==> config.mk <==
export PLATFORM = sky130hd
export DESIGN_NAME = fail_safe_device_flat
export DESIGN_NICKNAME = d
export VERILOG_FILES = /design/src/logic/fail_safe_pkg.sv /design/src/logic/sfr_link_if.sv /design/src/logic/fail_safe_device.sv /design/src/logic/osc_rate_compare.sv /design/src/flat_wrapper.sv
export SDC_FILE = /design/constraint.sdc
export NUM_CORES = 1
export LEC_CHECK = 0
export BUFFER_PORTS_ARGS = -buffer_cell sky130_fd_sc_hd__buf_2
export CORE_MARGIN = 2
export CORE_UTILIZATION = 50
export DETAILED_ROUTE_END_ITERATION = 8
export PLACE_DENSITY = 0.8
export SLEW_MARGIN = 10
export SYNTH_ARGS = -nofsm -noshare
export SYNTH_HDL_FRONTEND = slang
export SYNTH_SLANG_ARGS = --single-unit
==> constraint.sdc <==
create_clock -name clk_in -period 2.5 [get_ports clk_in]
set_input_delay 0.625 -clock clk_in [delete_from_list [all_inputs] [get_ports clk_in]]
set_output_delay 0.625 -clock clk_in [all_outputs]
set_load 0.02 [all_outputs]
==> src/logic/fail_safe_pkg.sv <==
// Constants shared by the fail-safe device end and the CPU-side end
package fail_safe_pkg;
  // Special function register selects on the link
  localparam logic [1:0] ADDR_POWER_CTRL_REG     = 2'h0;
  localparam logic [1:0] ADDR_INT_ENABLE_REG_ONE     = 2'h1;
  localparam logic [1:0] ADDR_RELOAD   = 2'h2;
  localparam logic [1:0] ADDR_WDCTL    = 2'h3;
  // Bit positions and masks
  localparam int         START_BIT     = 6;
  localparam int         REFRESH_BIT   = 6;
  localparam int         PRESCALE_BIT  = 7;
  localparam logic [7:0] IDLE_ARM      = 8'h01;
  localparam logic [7:0] PD_ARM        = 8'h02;
  localparam logic [7:0] SLOW_SET      = 8'h10;
  localparam logic [7:0] IDLE_SET      = 8'h20;
  localparam logic [7:0] PD_SET        = 8'h40;
  localparam logic [7:0] SLOW_CLR_MASK = 8'hef;
  localparam logic [7:0] POWER_CTRL_REG_RESET    = 8'h00;
  localparam logic [7:0] REG_RESET     = 8'h00;
  // Watchdog geometry and prescalers
  localparam int         WDOG_WIDTH    = 15;
  localparam int         RELOAD_WIDTH  = 7;
  localparam logic [2:0] MACHINE_LAST  = 3'h5;
  localparam logic [3:0] PRE16_LAST    = 4'hf;
  localparam logic [4:0] SLOW_LAST     = 5'h1f;
  localparam logic [3:0] WDOG_RST_LEN  = 4'h8;
  // Oscillator comparison window, in RC oscillator ticks
  localparam logic [7:0] RC_WINDOW     = 8'h10;
  // Final settle phase after the main oscillator outpaces the RC one
  localparam int         SETTLE_US     = 1000;
  localparam int         CLK_MHZ       = 10;
  localparam int         SETTLE_CYCLES = SETTLE_US * CLK_MHZ;
  // Host-side software map
  localparam logic [2:0] HOST_STATUS   = 3'h4;
  localparam logic [2:0] HOST_CMD      = 3'h5;
  localparam int         CMD_REFRESH   = 0;
  localparam int         CMD_IDLE      = 1;
  localparam int         CMD_PD        = 2;
  localparam int         CMD_SLOW_ON   = 3;
  localparam int         CMD_SLOW_OFF  = 4;
endpackage : fail_safe_pkg

==> src/logic/sfr_link_if.sv <==
// SFR link between the CPU core end and the fail-safe device end
`timescale 1ns/1ps
interface sfr_link_if;
  logic       wr;
  logic [1:0] addr;
  logic [7:0] wdata;
  logic [7:0] power_ctrl_reg;
  logic [7:0] int_enable_reg_one;
  logic [7:0] reload;
  logic       running;
  logic       cause;
  logic       chip_reset;
  logic       wake_irq;
  modport device (input wr, addr, wdata,
                  output power_ctrl_reg, int_enable_reg_one, reload, running, cause, chip_reset,
                  wake_irq);
  modport cpu    (output wr, addr, wdata,
                  input power_ctrl_reg, int_enable_reg_one, reload, running, cause, chip_reset,
                  wake_irq);
endinterface : sfr_link_if

==> src/logic/fail_safe_device.sv <==
// Watchdog, oscillator monitor and power modes: the device end
// Operation
// - Watchdog is a 15-bit up-counter, rate clk/12..clk/192
// - Count clock via divide-by-two and divide-by-16
// - Software sets only the upper seven counter bits
// - Start bit starts watchdog; software cannot stop it
// - Unrefreshed overflow raises an internal reset
// - Refresh copies reload value into upper seven bits
// - Refresh is refresh bit then start bit
// - Readable flag tells watchdog from external reset
// - Watchdog holds in idle and power-down
// - Slow main oscillator: RC clock and hold reset
// - Recovered oscillator: 1 ms more reset, restart
// - Monitor clocks power-on reset, same comparison
// - Power-down stops both oscillators; wake pins restart
// - Wake: outpace, 1 ms, then wake-up interrupt
// - Idle gates CPU clock, peripherals keep running
// - Idle ends on enabled interrupt or reset
// - Idle entry is 01H then 20H
// - Power-down entry 02H then 40H; reset or pin exits
// - Power-down keeps RAM and register contents
// - Slow-down divides clocks by 32, works with idle
// - Slow-down set by 10H, cleared by mask 0EFH
//
// Decided for this implementation: the address-and-strobe port and the address map.
`timescale 1ns/1ps
module fail_safe_device
  import fail_safe_pkg::*;
#(
  parameter int SETTLE_LEN = SETTLE_CYCLES
) (
  input  wire logic       clk_in,
  input  wire logic       rst_n_in,
  input  wire logic       ext_reset_in,
  input  wire logic       main_osc_tick_in,
  input  wire logic       rc_osc_tick_in,
  input  wire logic       ext_irq0_wake_pin_n_in,
  input  wire logic       can_rx_wake_pin_n_in,
  input  wire logic       periph_irq_in,
  sfr_link_if.device      link,
  output logic            chip_reset_out,
  output logic            clk_sel_rc_out,
  output logic            osc_stop_out,
  output logic            cpu_clk_en_out,
  output logic            periph_clk_en_out
);
  typedef enum logic [2:0] {
    OSC_FAIL, OSC_SETTLE, OSC_RUN, OSC_STOP, OSC_WAKE, OSC_WSETTLE
  } osc_state_t;

  osc_state_t            osc_state;
  osc_state_t            next_osc_state;
  logic [15:0]           settle_cnt;
  logic                  main_fast;
  logic [WDOG_WIDTH-1:0] wdog_cnt;
  logic [2:0]            machine_cnt;
  logic                  pre2;
  logic [3:0]            pre16;
  logic [4:0]            slow_cnt;
  logic [3:0]            wdog_rst_cnt;
  logic                  arm_refresh;
  logic                  arm_idle;
  logic                  arm_pd;
  logic [7:0]            next_power_ctrl_reg;

  // Write decode
  wire wr_power_ctrl_reg   = link.wr && (link.addr == ADDR_POWER_CTRL_REG);
  wire wr_int_enable_reg_one   = link.wr && (link.addr == ADDR_INT_ENABLE_REG_ONE);
  wire wr_reload = link.wr && (link.addr == ADDR_RELOAD);
  wire wr_wdctl  = link.wr && (link.addr == ADDR_WDCTL);
  wire idle_now  = |(link.power_ctrl_reg & IDLE_SET);
  wire pd_now    = |(link.power_ctrl_reg & PD_SET);
  wire slow_now  = |(link.power_ctrl_reg & SLOW_SET);
  wire sys_rst   = link.chip_reset;

  // Sequence steps; the arm only lives until the next write
  wire refresh_go = wr_int_enable_reg_one && link.wdata[START_BIT] && arm_refresh;
  wire idle_go    = wr_power_ctrl_reg && |(link.wdata & IDLE_SET) && arm_idle;
  wire pd_go      = wr_power_ctrl_reg && |(link.wdata & PD_SET) && arm_pd;
  wire wake_pin   = !ext_irq0_wake_pin_n_in || !can_rx_wake_pin_n_in;
  wire wake_go    = pd_now && wake_pin && (osc_state == OSC_STOP);

  // Common clock divider: every 32nd cycle in slow-down
  wire sys_tick   = !slow_now || (slow_cnt == SLOW_LAST);
  wire mtick      = sys_tick && (machine_cnt == MACHINE_LAST);
  wire pre2_tick  = mtick && pre2;
  wire wdog_tick  = pre2_tick &&
                    (!link.reload[PRESCALE_BIT] || pre16 == PRE16_LAST);
  wire count_en   = link.running && !idle_now && !pd_now;
  wire overflow   = count_en && wdog_tick && (&wdog_cnt);
  wire osc_hold   = (osc_state == OSC_FAIL) || (osc_state == OSC_SETTLE);
  wire settle_end = (settle_cnt == 16'(SETTLE_LEN - 1));
  wire rc_clock   = osc_hold || (osc_state == OSC_WAKE) ||
                    (osc_state == OSC_WSETTLE);

  osc_rate_compare i_osc_rate_compare (
    .clk_in        (clk_in),
    .rst_n_in      (rst_n_in),
    .clear_in      (osc_state == OSC_STOP),
    .main_tick_in  (main_osc_tick_in),
    .rc_tick_in    (rc_osc_tick_in),
    .main_fast_out (main_fast)
  );

  // Oscillator monitor: one comparison for power-on, fault and wake
  always_comb begin
    next_osc_state = osc_state;
    case (osc_state)
      OSC_FAIL:    if (main_fast) next_osc_state = OSC_SETTLE;
      OSC_SETTLE: begin
        if (!main_fast) next_osc_state = OSC_FAIL;
        else if (settle_end) next_osc_state = OSC_RUN;
      end
      OSC_RUN: begin
        if (!main_fast) next_osc_state = OSC_FAIL;
        else if (pd_go) next_osc_state = OSC_STOP;
      end
      OSC_STOP: begin
        if (ext_reset_in) next_osc_state = OSC_FAIL;
        else if (wake_go) next_osc_state = OSC_WAKE;
      end
      OSC_WAKE:    if (main_fast) next_osc_state = OSC_WSETTLE;
      OSC_WSETTLE: begin
        if (!main_fast) next_osc_state = OSC_WAKE;
        else if (settle_end) next_osc_state = OSC_RUN;
      end
      default:     next_osc_state = OSC_FAIL;
    endcase
  end

  // Power control: slow bit plus idle and power-down state bits
  always_comb begin
    next_power_ctrl_reg = link.power_ctrl_reg;
    if (wr_power_ctrl_reg) next_power_ctrl_reg = (link.wdata & SLOW_SET) |
                             (link.power_ctrl_reg & (IDLE_SET | PD_SET));
    if (periph_irq_in) next_power_ctrl_reg = next_power_ctrl_reg & ~IDLE_SET;
    if (wake_go) next_power_ctrl_reg = next_power_ctrl_reg & ~PD_SET;
    // Entry beats a coincident exit so a completed sequence is never lost
    if (idle_go) next_power_ctrl_reg = next_power_ctrl_reg | IDLE_SET;
    if (pd_go) next_power_ctrl_reg = next_power_ctrl_reg | PD_SET;
  end

  always_ff @(posedge clk_in or negedge rst_n_in) begin
    if (!rst_n_in) begin
      osc_state  <= OSC_FAIL;
      settle_cnt <= 16'h0000;
    end else begin
      osc_state  <= next_osc_state;
      settle_cnt <= (next_osc_state == osc_state) ? settle_cnt + 16'h0001
                                                  : 16'h0000;
    end
  end

  // Internal reset; the watchdog part is stretched to a few cycles
  always_ff @(posedge clk_in or negedge rst_n_in) begin
    if (!rst_n_in) begin
      link.chip_reset <= 1'b1;
      chip_reset_out  <= 1'b1;
      wdog_rst_cnt    <= 4'h0;
      link.cause      <= 1'b0;
    end else begin
      link.chip_reset <= ext_reset_in || osc_hold || (wdog_rst_cnt != 4'h0);
      chip_reset_out  <= ext_reset_in || osc_hold || (wdog_rst_cnt != 4'h0);
      wdog_rst_cnt    <= overflow ? WDOG_RST_LEN
                                  : wdog_rst_cnt - {3'h0, |wdog_rst_cnt};
      if (overflow) link.cause <= 1'b1;
      else if (ext_reset_in) link.cause <= 1'b0;
    end
  end

  // Register state; power-down leaves it untouched
  always_ff @(posedge clk_in or negedge rst_n_in) begin
    if (!rst_n_in) begin
      link.power_ctrl_reg    <= POWER_CTRL_REG_RESET;
      link.int_enable_reg_one    <= REG_RESET;
      link.reload  <= REG_RESET;
      link.running <= 1'b0;
      arm_refresh  <= 1'b0;
      arm_idle     <= 1'b0;
      arm_pd       <= 1'b0;
    end else if (sys_rst) begin
      link.power_ctrl_reg    <= POWER_CTRL_REG_RESET;
      link.int_enable_reg_one    <= REG_RESET;
      link.reload  <= REG_RESET;
      link.running <= 1'b0;
      arm_refresh  <= 1'b0;
      arm_idle     <= 1'b0;
      arm_pd       <= 1'b0;
    end else begin
      link.power_ctrl_reg <= next_power_ctrl_reg;
      if (wr_reload) link.reload <= link.wdata;
      if (wr_int_enable_reg_one) begin
        link.int_enable_reg_one            <= link.wdata;
        link.int_enable_reg_one[START_BIT] <= link.wdata[START_BIT] || link.running;
      end
      if (wr_int_enable_reg_one && link.wdata[START_BIT]) link.running <= 1'b1;
      if (link.wr) begin
        arm_refresh <= wr_wdctl && link.wdata[REFRESH_BIT];
        arm_idle    <= wr_power_ctrl_reg && |(link.wdata & IDLE_ARM);
        arm_pd      <= wr_power_ctrl_reg && |(link.wdata & PD_ARM);
      end
    end
  end

  // Watchdog prescalers and counter
  always_ff @(posedge clk_in or negedge rst_n_in) begin
    if (!rst_n_in) begin
      wdog_cnt    <= '0;
      machine_cnt <= 3'h0;
      pre2        <= 1'b0;
      pre16       <= 4'h0;
      slow_cnt    <= 5'h00;
    end else if (sys_rst) begin
      wdog_cnt    <= '0;
      machine_cnt <= 3'h0;
      pre2        <= 1'b0;
      pre16       <= 4'h0;
      slow_cnt    <= 5'h00;
    end else begin
      slow_cnt <= slow_cnt + 5'h01;
      if (sys_tick)
        machine_cnt <= (machine_cnt == MACHINE_LAST) ? 3'h0
                                                     : machine_cnt + 3'h1;
      if (mtick) pre2 <= !pre2;
      if (pre2_tick) pre16 <= pre16 + 4'h1;
      if (refresh_go)
        wdog_cnt <= {link.reload[RELOAD_WIDTH-1:0], 8'h00};
      else if (count_en && wdog_tick)
        wdog_cnt <= wdog_cnt + 15'h0001;
    end
  end

  // Clock controls and the wake-up interrupt pulse
  always_ff @(posedge clk_in or negedge rst_n_in) begin
    if (!rst_n_in) begin
      clk_sel_rc_out    <= 1'b1;
      osc_stop_out      <= 1'b0;
      cpu_clk_en_out    <= 1'b0;
      periph_clk_en_out <= 1'b0;
      link.wake_irq     <= 1'b0;
    end else begin
      clk_sel_rc_out    <= rc_clock;
      osc_stop_out      <= (osc_state == OSC_STOP);
      cpu_clk_en_out    <= sys_tick && !idle_now && !pd_now;
      periph_clk_en_out <= sys_tick && !pd_now;
      link.wake_irq     <= (osc_state == OSC_WSETTLE) && main_fast &&
                           settle_end;
    end
  end
endmodule : fail_safe_device

==> src/logic/osc_rate_compare.sv <==
// Compares main oscillator ticks against RC oscillator ticks per window
`timescale 1ns/1ps
module osc_rate_compare
  import fail_safe_pkg::*;
(
  input  wire logic clk_in,
  input  wire logic rst_n_in,
  input  wire logic clear_in,
  input  wire logic main_tick_in,
  input  wire logic rc_tick_in,
  output logic      main_fast_out
);
  logic [7:0] rc_cnt;
  logic [7:0] main_cnt;
  wire        window_end = rc_tick_in && (rc_cnt == RC_WINDOW - 8'h01);

  always_ff @(posedge clk_in or negedge rst_n_in) begin
    if (!rst_n_in) begin
      rc_cnt        <= 8'h00;
      main_cnt      <= 8'h00;
      main_fast_out <= 1'b0;
    end else if (clear_in || window_end) begin
      rc_cnt        <= 8'h00;
      main_cnt      <= 8'h00;
      main_fast_out <= !clear_in && (main_cnt > RC_WINDOW);
    end else begin
      rc_cnt   <= rc_cnt + {7'h00, rc_tick_in};
      main_cnt <= (main_cnt == 8'hff) ? main_cnt
                                      : main_cnt + {7'h00, main_tick_in};
    end
  end
endmodule : osc_rate_compare

==> src/flat_wrapper.sv <==
// flat-port wrapper written by rule: the top's interface ports become plain ports
module fail_safe_device_flat import fail_safe_pkg::*;
#(
  parameter int SETTLE_LEN = SETTLE_CYCLES
)
  (clk_in, rst_n_in, ext_reset_in, main_osc_tick_in, rc_osc_tick_in, ext_irq0_wake_pin_n_in, can_rx_wake_pin_n_in, periph_irq_in, chip_reset_out, clk_sel_rc_out, osc_stop_out, cpu_clk_en_out, periph_clk_en_out, link_wr, link_addr, link_wdata, link_power_ctrl_reg, link_int_enable_reg_one, link_reload, link_running, link_cause, link_chip_reset, link_wake_irq);
  sfr_link_if link_i ();
  input  wire logic clk_in;
  input  wire logic rst_n_in;
  input  wire logic ext_reset_in;
  input  wire logic main_osc_tick_in;
  input  wire logic rc_osc_tick_in;
  input  wire logic ext_irq0_wake_pin_n_in;
  input  wire logic can_rx_wake_pin_n_in;
  input  wire logic periph_irq_in;
  output logic chip_reset_out;
  output logic clk_sel_rc_out;
  output logic osc_stop_out;
  output logic cpu_clk_en_out;
  output logic periph_clk_en_out;
  input wire logic [$bits(link_i.wr)-1:0] link_wr;
  input wire logic [$bits(link_i.addr)-1:0] link_addr;
  input wire logic [$bits(link_i.wdata)-1:0] link_wdata;
  output wire logic [$bits(link_i.power_ctrl_reg)-1:0] link_power_ctrl_reg;
  output wire logic [$bits(link_i.int_enable_reg_one)-1:0] link_int_enable_reg_one;
  output wire logic [$bits(link_i.reload)-1:0] link_reload;
  output wire logic [$bits(link_i.running)-1:0] link_running;
  output wire logic [$bits(link_i.cause)-1:0] link_cause;
  output wire logic [$bits(link_i.chip_reset)-1:0] link_chip_reset;
  output wire logic [$bits(link_i.wake_irq)-1:0] link_wake_irq;
  assign link_i.wr = link_wr;
  assign link_i.addr = link_addr;
  assign link_i.wdata = link_wdata;
  assign link_power_ctrl_reg = link_i.power_ctrl_reg;
  assign link_int_enable_reg_one = link_i.int_enable_reg_one;
  assign link_reload = link_i.reload;
  assign link_running = link_i.running;
  assign link_cause = link_i.cause;
  assign link_chip_reset = link_i.chip_reset;
  assign link_wake_irq = link_i.wake_irq;
  fail_safe_device #(.SETTLE_LEN(SETTLE_LEN)) u_core (.clk_in(clk_in), .rst_n_in(rst_n_in), .ext_reset_in(ext_reset_in), .main_osc_tick_in(main_osc_tick_in), .rc_osc_tick_in(rc_osc_tick_in), .ext_irq0_wake_pin_n_in(ext_irq0_wake_pin_n_in), .can_rx_wake_pin_n_in(can_rx_wake_pin_n_in), .periph_irq_in(periph_irq_in), .link(link_i), .chip_reset_out(chip_reset_out), .clk_sel_rc_out(clk_sel_rc_out), .osc_stop_out(osc_stop_out), .cpu_clk_en_out(cpu_clk_en_out), .periph_clk_en_out(periph_clk_en_out));
endmodule
==> summary.txt <==
STA
  – Final setup fails: 0
  – Final WS setup: 0.270 ns
  – Hold Violations, Final: 0
  – Max Freq: 448 MHz
  – Post-route clock period utilization: 89.2%
  – RSZ-0062 raised after global routing: false
  – Final min period: 2.23 ns
  – Worst clock skew: 0.0101 ns
  – Worst-Margin Slew: 0.689 ns
  – Relative slew slack: 53.9%
  – Final-report max-slew violation count: 0
  – Final TNS setup: 0 ns

Worst setup path
  – Critical Path End Type: flip-flop
  – Critical Path Start Type: flip-flop
  – Critical Path AT: 2.45 ns
  – CP Class: reg -> reg
  – Crit-path cells: or4_1 -> nor4_1 -> a211o_1 -> a211oi_1
  – CP peak stage delay: 0.55 ns
  – Worst path required time: 2.72 ns
  – CP max-delay cell: a211o_1
  – Largest fanout on the critical path: 16

Detailed routing
  – DR iter-0 viols: 245
  – DR DRC count: 0
  – Via count: 4002
  – 1st-pass router iterations: 5
  – DRT Wirelength: 10.8 mm
  – Vias/cell: 5.83
  – Final ANT Viol Nets: 0
  – Post-DR wirelength/cell: 15.7 microns

Clocking
  – Num CTS Buffers: 9
  – Post-CTS Setup Inserts: 0
  – CTS sink cnt: 98
  – Root Buffer: clkbuf_8
  – Worst skew pair latency: 0.37 ns
  – Clock transition at path regs: 0.09 ns
  – H-tree levels: 3
  – Hold_buf cts: 0
  – PostCTS Resize Cnt: 0
  – CTS tree: built
  – CTS max path bufs: 2

Finish
  – Final non-filler cell total: 687
  – Most flops, register: u_core.settle_cnt
  – Fill cells: 847
  – Commonest cells after routing, fill and taps aside: dfrtp_1, nor2_1, buf_2
  – Antenna Cells: 0
  – Footprint of the multi-input gates: 2360 sq um
  – Layout cell share with drive strength beyond 1: 14.6%
  – Commonest non-fill, non-tap cell in the layout: dfrtp_1
  – Nets@finish: 579
  – Regs by FF count: u_core.settle_cnt: 16 flops, u_core.wdog_cnt: 15 flops
  – P&R area growth vs syn: 11.3%
  – Final instance area: 5570 sq um
  – Sequential Area: 2450 sq um
  – Max reg flops: 16

Die
  – Core box area: 9730 sq um
  – I/O pins: 52
  – Starting Density: 51.4%
  – Die height: 104 microns
  – Die Width: 104 microns
  – Die ar.: 10800 sq um
  – Row Count: 36

Place
  – Placed cell count: 671
  – RD Place Congestion: 0.910
  – Hpwl dp: 7.61 mm
  – PortBufs: 46
  – Pre-CTS setup slack: 0.236 ns
  – Dpl cell area: 5370 sq um

Global route
  – Vias in the first global route: 4033
  – First-pass GRT wire length: 18.8 mm
  – Gr ovfl total: 0
  – Largest net degree at the start of global routing: 99
  – GRT Overall Usage: 21.1%
  – Initial antenna violation count: 0

Synth
  – Post-synthesis sequential area ratio: 49.1%
  – Cell count after synthesis: 507
  – Netlist cell types: 60
  – Async SR Flop Fraction: 100%
  – Ys flop type: dfrtp_1
  – Ys Warns: 0
  – Post-synth EDFFs: 0
  – Mapped Area: 5000 sq um
  – #FFs+latches synth: 98
  – Syn_area_per_cell: 9.87 sq um

Power and ir drop
  – Pwr per Cell Area: 636 nW/um^2
  – Peak supply drop: 0.000568 V
  – Overall power: 3.54 mW
  – Leak Pwr: 2.48 nW

Status
  – Outcome: completed

Job
  – Max-cap viol count: 0

Hold path
  – HP Class: in -> async
cells in the mapped netlist (5+ instances only):
cell type	instances	area, sq um
a211oi_1	21	158
nor2b_1	9	56.3
mux2i_1	20	200
nor4_1	7	43.8
xnor2_1	18	158
nand4_1	17	106
ha_1	11	138
nand3b_1	5	37.5
nand2_1	25	93.8
and3_1	9	56.3
xor2_1	10	87.6
a21oi_1	23	115
buf_4	6	45.0
nand2b_1	8	50.1
inv_1	20	75.1
dfrtp_1	96	2400
or3_1	6	37.5
o21ai_0	9	45.0
nor2_1	64	240
nor3_1	16	80.1
nand3_1	26	130
clkbuf_1	18	67.6
stage by stage:
step,hold slack [ns],util [%]
6_report,0.272,57.3
5_1_grt,0.319,57.3
4_1_cts,0.305,57.3
3_5_place_dp,0.455,55.1
3_3_place_gp,0.437,55.1
2_1_floorplan,0.329,-
cell type report:
cell class	count	area share (%)
Sequential cell	98	44.1
Inverter	20	1.35
Clock buffer	13	2.85
Tap cell	133	2.99
Timing Repair Buffer	54	5.48
Multi-Input combinational cell	366	42.4
Clock inverter	3	0.831
critical path, delay by kind of cell (launching register included):
| kind | cells | cell delay, ns |
|---|---|---|
| simple gates | 2 | 0.95 |
| flops | 1 | 0.42 |
| compound gates | 2 | 0.70 |
routing by layer:
layer	up-vias	wire (microns)	part of all wire [%]	GRT usage [%]
met5	-	0	0	0
met4	0	243	2.3	9.85
met3	26	406	3.8	4.14
met2	102	5260	49	34.3
met1	1961	4890	45	27.5
li1	1913	-	-	-
power by group:
part           internal [mW]  switching, mW  total (mW)  leakage, nW
logic                  0.248          0.303       0.550         1.05
registers               1.74          0.184        1.92         1.32
clock network          0.522          0.550        1.07        0.100
total                   2.51           1.04        3.54         2.48
cells by family after synthesis:
logic type / share of synthesized area, %
simple gates: 23.5
mux: 4.00
buf+inv: 4.02
other cells: 0.0749
compound gates: 11.7
fa+ha+maj: 2.75
xor+xnor: 4.90
flops: 49.0
worst paths after layout:
kind | startpoint | end | slack (ns) | cells after the start
max | u_core.settle_cnt[6] | u_core.settle_cnt[4] | 0.27 | 4
min | rst_n_in | u_core.i_osc_rate_compare.main_cnt[2] | 0.27 | 2
max reg2reg | u_core.settle_cnt[6] | u_core.settle_cnt[4] | 0.27 | 4
min reg2reg | u_core.slow_cnt[0] | u_core.slow_cnt[0] | 0.48 | 1
max in group asynchronous | rst_n_in | u_core.link.reload[4] | 1.80 | 2
min in group clk_in | u_core.slow_cnt[0] | u_core.slow_cnt[0] | 0.48 | 1
Power figures use the tool's default switching activity.
